===== config.mk =====
export PLATFORM = sky130hd
export DESIGN_NAME = btt_regs
export DESIGN_NICKNAME = d
export VERILOG_FILES = /design/src/hdl/btt_pkg.sv /design/src/hdl/btt_fuse_rom.sv /design/src/hdl/btt_ts_delay.sv /design/src/hdl/btt_regs.sv
export SDC_FILE = /design/constraint.sdc
export NUM_CORES = 1
export LEC_CHECK = 0
export BUFFER_PORTS_ARGS = -buffer_cell sky130_fd_sc_hd__clkbuf_2
export CORE_MARGIN = 5
export CORE_UTILIZATION = 54
export CTS_CLUSTER_DIAMETER = 50
export DETAILED_ROUTE_END_ITERATION = 6
export PLACE_DENSITY = 0.79
export SETUP_SLACK_MARGIN = 0.02
export SLEW_MARGIN = 30
export SYNTH_ARGS = -nofsm -noshare
export SYNTH_HDL_FRONTEND = slang
export SYNTH_HIERARCHICAL = 1
export SYNTH_SLANG_ARGS = --single-unit

===== constraint.sdc =====
create_clock -name clk_i -period 4 [get_ports clk_i]
set_clock_uncertainty 0.15 [all_clocks]
set_input_delay 0.8 -clock clk_i [delete_from_list [all_inputs] [get_ports clk_i]]
set_output_delay 0.8 -clock clk_i [all_outputs]
set_load 0.05 [all_outputs]

===== src/hdl/btt_pkg.sv =====
// Package with register map, field layout and reset values of the bank timing trim bank
package btt_pkg;
  // Printed offsets are not all multiples of four: they are indices, byte address is 4x
  localparam logic [8:0] IDX_BANK0_TRIM_ZERO_PHASE = 9'h102;
  localparam logic [8:0] IDX_BANK0_TRIM_QUADRATURE = 9'h103;
  localparam logic [8:0] IDX_BANK1_TRIM_ZERO_PHASE = 9'h112;
  localparam logic [8:0] IDX_BANK1_TRIM_QUADRATURE = 9'h113;
  localparam logic [8:0] IDX_BANK4_TRIM_ZERO_PHASE = 9'h142;
  localparam logic [8:0] IDX_BANK5_TRIM_ZERO_PHASE = 9'h152;
  localparam logic [8:0] IDX_TIMESTAMP_OUTPUT_CONTROL = 9'h160;
  localparam logic [8:0] IDX_MODE_CONTROL = 9'h170;
  localparam logic [8:0] IDX_STATUS = 9'h171;
  localparam int ADDR_LSB = 2;
  localparam int IDX_W = 9;
  localparam int TRIM_W = 8;
  localparam int TRIM_MSB = 7;
  localparam int TRIM_LSB = 0;
  localparam int NUM_TRIM = 6;
  localparam int FUSE_AW = 3;
  localparam logic [7:0] TS_CTRL_RESET = 8'h00;
  localparam int TS_EN_BIT = 0;
  localparam logic [7:0] MODE_CTRL_RESET = 8'h00;
  localparam int MODE_SINGLE_BIT = 0;
  localparam int STAT_LOADED_BIT = 0;
  localparam int STAT_SINGLE_BIT = 1;
  localparam int STAT_TS_BIT = 2;
  localparam int TS_LATENCY = 4;
  localparam logic [7:0] FUSE_DEFAULT = 8'h80;
  typedef enum logic [1:0] {
    BTT_LOAD_ADDR,
    BTT_LOAD_WAIT,
    BTT_LOAD_TAKE,
    BTT_RUN
  } btt_load_state_t;
endpackage


===== src/hdl/btt_fuse_rom.sv =====
// Factory fuse store holding the power-on trim words, with registered read data
`timescale 1ns/10ps
module btt_fuse_rom #(
  parameter int DEPTH = 8,
  parameter int AW = 3,
  parameter int DW = 8
) (
  input wire logic clk_i,
  input wire logic [AW-1:0] addr_i,
  output logic [DW-1:0] data_o
);
  initial begin
    if (DEPTH > (1 << AW) || DW < 1) begin
      $error("btt_fuse_rom: bad geometry");
    end
  end

  logic [DW-1:0] mem [DEPTH];

  // Fuse contents stand as neutral defaults; a real part programs them at test
  always_comb begin
    for (int i = 0; i < DEPTH; i++) begin
      mem[i] = btt_pkg::FUSE_DEFAULT + DW'(i);
    end
  end

  always_ff @(posedge clk_i) begin
    data_o <= mem[addr_i];
  end
endmodule


===== src/hdl/btt_ts_delay.sv =====
// Delay line that aligns the timestamp marker with the analog sample path
`timescale 1ns/10ps
module btt_ts_delay #(
  parameter int DEPTH = 4
) (
  input wire logic clk_i,
  input wire logic rst_i,
  input wire logic in_i,
  output logic out_o
);
  initial begin
    if (DEPTH < 1) begin
      $error("btt_ts_delay: depth must be at least one");
    end
  end

  logic [DEPTH-1:0] pipe_q;

  always_ff @(posedge clk_i) begin
    if (rst_i) begin
      pipe_q <= '0;
    end else begin
      // Oldest stage drops off the top; also serves a one-stage line
      pipe_q <= DEPTH'({pipe_q, in_i});
    end
  end

  assign out_o = pipe_q[DEPTH-1];
endmodule


===== src/hdl/btt_regs.sv =====
// Bank timing trim register bank with fuse load, phase selection and timestamp gate
`timescale 1ns/10ps
module btt_regs #(
  parameter int TS_DELAY = btt_pkg::TS_LATENCY,
  parameter int SAMPLE_W = 12
) (
  input wire logic clk_i,
  input wire logic rst_i,
  input wire logic wb_cyc_i,
  input wire logic wb_stb_i,
  input wire logic wb_we_i,
  input wire logic [11:0] wb_adr_i,
  input wire logic [3:0] wb_sel_i,
  input wire logic [31:0] wb_dat_i,
  output logic [31:0] wb_dat_o,
  output logic wb_ack_o,
  output logic wb_err_o,
  input wire logic timestamp_i,
  input wire logic [SAMPLE_W-1:0] sample_i,
  output logic [SAMPLE_W-1:0] sample_o,
  output logic [7:0] bank0_trim_o,
  output logic [7:0] bank1_trim_o,
  output logic [7:0] bank4_trim_o,
  output logic [7:0] bank5_trim_o,
  output logic single_channel_o,
  output logic trims_loaded_o
);
  initial begin
    if (SAMPLE_W < 2 || TS_DELAY < 1) begin
      $error("btt_regs: unsupported parameters");
    end
  end

  localparam int NT = btt_pkg::NUM_TRIM;
  localparam int AW = btt_pkg::FUSE_AW;

  // Trim slots: 0 b0 zero, 1 b0 quad, 2 b1 zero, 3 b1 quad, 4 b4 zero, 5 b5 zero
  function automatic logic [AW:0] trim_slot(input logic [btt_pkg::IDX_W-1:0] idx);
    logic [AW:0] s;
    s = {1'b1, AW'(0)};
    case (idx)
      btt_pkg::IDX_BANK0_TRIM_ZERO_PHASE: s = {1'b0, AW'(0)};
      btt_pkg::IDX_BANK0_TRIM_QUADRATURE: s = {1'b0, AW'(1)};
      btt_pkg::IDX_BANK1_TRIM_ZERO_PHASE: s = {1'b0, AW'(2)};
      btt_pkg::IDX_BANK1_TRIM_QUADRATURE: s = {1'b0, AW'(3)};
      btt_pkg::IDX_BANK4_TRIM_ZERO_PHASE: s = {1'b0, AW'(4)};
      btt_pkg::IDX_BANK5_TRIM_ZERO_PHASE: s = {1'b0, AW'(5)};
      default: s = {1'b1, AW'(0)};
    endcase
    return s;
  endfunction

  logic [7:0] trim_q [NT];
  logic [7:0] ts_ctrl_q;
  logic [7:0] mode_ctrl_q;
  logic [AW-1:0] load_idx_q;
  logic [7:0] fuse_data;
  btt_pkg::btt_load_state_t load_st_q;
  logic loaded_q;
  logic ack_q;
  logic err_q;
  logic [31:0] rdat_q;
  logic ts_delayed;
  logic [btt_pkg::IDX_W-1:0] idx;
  logic [AW:0] slot;
  logic req;
  logic known;

  assign idx = wb_adr_i[btt_pkg::IDX_W+btt_pkg::ADDR_LSB-1:btt_pkg::ADDR_LSB];
  assign slot = trim_slot(idx);
  assign req = wb_cyc_i && wb_stb_i && !ack_q && !err_q;
  assign known = !slot[AW] || idx == btt_pkg::IDX_TIMESTAMP_OUTPUT_CONTROL
    || idx == btt_pkg::IDX_MODE_CONTROL || idx == btt_pkg::IDX_STATUS;

  btt_fuse_rom #(
    .DEPTH(8),
    .AW(AW),
    .DW(8)
  ) u_fuse (
    .clk_i(clk_i),
    .addr_i(load_idx_q),
    .data_o(fuse_data)
  );

  // Fuse walk after reset; bus trim writes before it ends are acked but dropped
  always_ff @(posedge clk_i) begin
    if (rst_i) begin
      load_st_q <= btt_pkg::BTT_LOAD_ADDR;
      load_idx_q <= '0;
      loaded_q <= 1'b0;
    end else begin
      case (load_st_q)
        btt_pkg::BTT_LOAD_ADDR: load_st_q <= btt_pkg::BTT_LOAD_WAIT;
        btt_pkg::BTT_LOAD_WAIT: load_st_q <= btt_pkg::BTT_LOAD_TAKE;
        btt_pkg::BTT_LOAD_TAKE: begin
          if (load_idx_q == AW'(NT - 1)) begin
            load_st_q <= btt_pkg::BTT_RUN;
            loaded_q <= 1'b1;
          end else begin
            load_idx_q <= load_idx_q + AW'(1);
            load_st_q <= btt_pkg::BTT_LOAD_WAIT;
          end
        end
        btt_pkg::BTT_RUN: load_st_q <= btt_pkg::BTT_RUN;
        default: load_st_q <= btt_pkg::BTT_LOAD_ADDR;
      endcase
    end
  end

  // Trim storage: fuse word during load, byte lane 0 writes after
  always_ff @(posedge clk_i) begin
    if (rst_i) begin
      for (int i = 0; i < NT; i++) begin
        trim_q[i] <= '0;
      end
    end else if (load_st_q == btt_pkg::BTT_LOAD_TAKE) begin
      trim_q[load_idx_q] <= fuse_data;
    end else if (req && wb_we_i && wb_sel_i[0] && !slot[AW] && loaded_q) begin
      trim_q[slot[AW-1:0]] <= wb_dat_i[btt_pkg::TRIM_MSB:btt_pkg::TRIM_LSB];
    end
  end

  always_ff @(posedge clk_i) begin
    if (rst_i) begin
      ts_ctrl_q <= btt_pkg::TS_CTRL_RESET;
    end else if (req && wb_we_i && wb_sel_i[0]
        && idx == btt_pkg::IDX_TIMESTAMP_OUTPUT_CONTROL) begin
      ts_ctrl_q <= wb_dat_i[7:0];
    end
  end

  always_ff @(posedge clk_i) begin
    if (rst_i) begin
      mode_ctrl_q <= btt_pkg::MODE_CTRL_RESET;
    end else if (req && wb_we_i && wb_sel_i[0] && idx == btt_pkg::IDX_MODE_CONTROL) begin
      mode_ctrl_q <= wb_dat_i[7:0];
    end
  end

  // Bus answer one cycle after the request; unmapped index answers with err
  always_ff @(posedge clk_i) begin
    if (rst_i) begin
      ack_q <= 1'b0;
      err_q <= 1'b0;
      rdat_q <= '0;
    end else begin
      ack_q <= req && known;
      err_q <= req && !known;
      rdat_q <= '0;
      if (req && !wb_we_i) begin
        if (!slot[AW]) begin
          rdat_q <= {24'h000000, trim_q[slot[AW-1:0]]};
        end else if (idx == btt_pkg::IDX_TIMESTAMP_OUTPUT_CONTROL) begin
          rdat_q <= {24'h000000, ts_ctrl_q};
        end else if (idx == btt_pkg::IDX_MODE_CONTROL) begin
          rdat_q <= {24'h000000, mode_ctrl_q};
        end else if (idx == btt_pkg::IDX_STATUS) begin
          rdat_q[btt_pkg::STAT_LOADED_BIT] <= loaded_q;
          rdat_q[btt_pkg::STAT_SINGLE_BIT] <= mode_ctrl_q[btt_pkg::MODE_SINGLE_BIT];
          rdat_q[btt_pkg::STAT_TS_BIT] <= ts_ctrl_q[btt_pkg::TS_EN_BIT];
        end
      end
    end
  end

  assign wb_ack_o = ack_q;
  assign wb_err_o = err_q;
  assign wb_dat_o = rdat_q;

  // Phase selection for banks 0 and 1; registered so the analog trim never glitches
  always_ff @(posedge clk_i) begin
    if (rst_i) begin
      bank0_trim_o <= '0;
      bank1_trim_o <= '0;
      bank4_trim_o <= '0;
      bank5_trim_o <= '0;
      single_channel_o <= 1'b0;
    end else begin
      single_channel_o <= mode_ctrl_q[btt_pkg::MODE_SINGLE_BIT];
      if (mode_ctrl_q[btt_pkg::MODE_SINGLE_BIT]) begin
        bank0_trim_o <= trim_q[1];
        bank1_trim_o <= trim_q[3];
      end else begin
        bank0_trim_o <= trim_q[0];
        bank1_trim_o <= trim_q[2];
      end
      bank4_trim_o <= trim_q[4];
      bank5_trim_o <= trim_q[5];
    end
  end

  assign trims_loaded_o = loaded_q;

  // Marker path delayed to match the sample pipe below
  btt_ts_delay #(
    .DEPTH(TS_DELAY)
  ) u_ts (
    .clk_i(clk_i),
    .rst_i(rst_i),
    .in_i(timestamp_i),
    .out_o(ts_delayed)
  );

  logic [SAMPLE_W-1:0] spipe_q [TS_DELAY];

  always_ff @(posedge clk_i) begin
    if (rst_i) begin
      for (int i = 0; i < TS_DELAY; i++) begin
        spipe_q[i] <= '0;
      end
    end else begin
      spipe_q[0] <= sample_i;
      for (int i = 1; i < TS_DELAY; i++) begin
        spipe_q[i] <= spipe_q[i-1];
      end
    end
  end

  always_ff @(posedge clk_i) begin
    if (rst_i) begin
      sample_o <= '0;
    end else if (ts_ctrl_q[btt_pkg::TS_EN_BIT]) begin
      sample_o <= {spipe_q[TS_DELAY-1][SAMPLE_W-1:1], ts_delayed};
    end else begin
      sample_o <= spipe_q[TS_DELAY-1];
    end
  end
endmodule


==> impl_metrics.tcl <==
set metrics [dict create \
    status "finished, final reports clean" \
    layout_common_cells "132 x dfxtp_1, 90 x clkbuf_2, 85 x nor2b_1, 75 x nor2_1, 48 x edfxtp_1" \
    post-route-drc-count 0 \
    top_regs "spipe_q: 48 flops, trim_q: 48 flops, sample_o: 12 flops" \
    yosysSeqAreaShare_pct 58.97 \
    clkLatencyLatePin_ps 430 \
    hpwl_um 10510 \
    syn_inst 608 \
    critPathTopFamily "compound AO/OA/AOI/OAI gates" \
    holdBufCountCts 0 \
    initial_core_util_pct 54.88 \
    maxCapViolCount 0 \
    async_flop_share_pct 0 \
    die_y_um 123.2 \
    seq_area_um2 4084 \
    final_common_cell "dfxtp_1" \
    cp-end-kind "flip-flop" \
    min_to "u_ts/pipe_q[3]$_SDFF_PP0_" \
    cp.arrival_ps 2850 \
    fillCellCount 1013 \
    antenna_found_initial 0 \
    drtIter0Drc 519 \
    final_nets 766 \
    synth-main-ff-cell "dfxtp_1" \
    pin_count 146 \
    path_cells "buf_4 -> or4b_2 -> a21bo_2 -> o221ai_4 -> o21ai_1" \
    critPathLaunchType "input pin" \
    critical_path.max_stage_delay_ps 660 \
    rows 41 \
    grt_overflow_total 0 \
    fin_setup_tns_ps 0 \
    port-buffer-count 91 \
    place_ws_ps 644.9 \
    cts_tree "yes" \
    htree_levels 4 \
    reg2reg_from "wb_err_o$_SDFF_PP0_" \
    grt_pass1_wl_um 22940 \
    rsz0062_at_grt "false" \
    critPathBufInv 1 \
    rr_endpoint "trim_q[2][6]$_SDFFCE_PN0P_" \
    postLayoutSetupSlackWorst_ps 1055 \
    ir_drop_mv 0.2602 \
    fp.dieW_um 123.2 \
    synth_cell_types 67 \
    fin_hold_ws_ps 283.1 \
    first_pass_iters 5 \
    setup.worst_path.class "input pin to flip-flop" \
    power.density_nw_per_um2 472.7 \
    tightestPinTransition_ps 853.0 \
    stdcell_count 882 \
    cts-root-buf "clkbuf_16" \
    period_share_pct 73.63 \
    dp_cells 851 \
    drt_wl_total_um 14620 \
    place_congestion 0.9462 \
    r2r_cells 5 \
    vias 4663 \
    drive_gt1_share_pct 25.63 \
    setup_viol 0 \
    postRouteAntennaNets 0 \
    fin_crit_ps 2945 \
    grt_max_degree 94 \
    hold_viol 0 \
    clk_transition_reported_paths_ps 70 \
    relSlewSlack_pct 43.14 \
    critical_path_peak_fanout 33 \
    cts_buffer_depth 2 \
    cts_inserted_buffers 17 \
    finalMaxSlewViolations 0 \
    hold_path_class "flip-flop to flip-flop" \
    p_leak_nw 3.333 \
    die_area_um2 15190 \
    fmax_mhz 339.5 \
    post_cts_resized 0 \
    synth_edf_count 48 \
    multi_input_area_um2 2542 \
    ys_ff_latch 180 \
    dpl_cell_area_um2 7435 \
    core_area_um2 12620 \
    slowest_stage "or4b_2" \
    syn_area_um2 6925 \
    cts.sinks 180 \
    min_path_cells 1 \
    syn_area_per_cell_um2 11.39 \
    cp.required_ps 3910 \
    ys_warn_count 6 \
    wl_per_cell_um 16.57 \
    cts_setup_buffers 0 \
    r2r_setup_slack_ps 1120 \
    min_from "u_ts/pipe_q[2]$_SDFF_PP0_" \
    grt_pass1_vias 4435 \
    via_per_inst 5.287 \
    track_usage_pct 20.02 \
    diodes 0 \
    area_growth_pct 15.21 \
    stdcell_area_um2 7979 \
]
## metrics by stage
| step | util, % | power (mW) |
|---|---|---|
| 5_1_grt | 63.23 | 3.895 |
| 6_report | 63.23 | 3.772 |
| 3_3_place_gp | 58.91 | 2.270 |
| 2_1_floorplan | - | 2.218 |
| 4_1_cts | 63.23 | 3.792 |
| 3_5_place_dp | 58.91 | 2.277 |
## cell type report
type / count / share of cell area [%]
clock buffer: 17 / 5.332
clock inverter: 14 / 1.490
inverter: 12 / 0.5645
multi-input combinational: 384 / 31.86
sequential: 180 / 51.18
tap: 172 / 2.697
timing repair buffer: 103 / 6.868
## worst max-delay path by stage
stage                       startpoint                         end  slack, ps  cells past startpoint
2_1_floorplan                 wb_cyc_i  trim_q[4][0]$_SDFFCE_PN0P_        870                      6
3_3_place_gp                     rst_i  trim_q[2][6]$_SDFFCE_PN0P_        700                      5
3_5_place_dp                     rst_i  trim_q[2][4]$_SDFFCE_PN0P_        640                      5
4_1_cts                          rst_i  trim_q[2][3]$_SDFFCE_PN0P_       1090                      5
5_1_grt        load_st_q[1]$_SDFF_PP0_  trim_q[2][4]$_SDFFCE_PN0P_        950                      5
6_report                         rst_i  trim_q[2][6]$_SDFFCE_PN0P_       1050                      5
## synth_stat cells (all sizes together) (10+ instances only)
cell type | n | area share [%]
a21oi | 10 | 0.72
buf | 42 | 4.2
clkbuf | 16 | 0.87
dfxtp | 132 | 38
edfxtp | 48 | 21
inv | 11 | 0.60
mux2i | 44 | 6.4
nand2 | 20 | 1.3
nor2 | 85 | 5.2
nor2b | 85 | 7.7
nor3 | 16 | 1.3
o21ai | 16 | 1.2
## where the power goes
group	internal [mW]	leakage, nW	switching (mW)
Sequential	1.92	1.57	0.0239
Combinational	0.0789	1.48	0.213
Clock	0.813	0.276	0.719
Total	2.82	3.33	0.956
## routing by layer
metal | part of all wire (%) | vias to the layer above | global-route usage (%)
li1 | - | 2207 | -
met1 | 41 | 2155 | 26.46
met2 | 45 | 259 | 30.38
met3 | 9.7 | 42 | 4.895
met4 | 4.0 | 0 | 10.87
met5 | 0 | - | 0
## kinds of logic after synthesis
group                    synth area share [%]
AND/OR/NAND/NOR                         19.44
buffers and inverters                   5.727
AO/OA/AOI/OAI                           6.414
multiplexers                            8.798
XOR/XNOR                               0.1265
adder cells (fa/ha/maj)                0.3613
flip-flops                              58.97
other                                  0.1626
(Power assumes the default switching activity.)
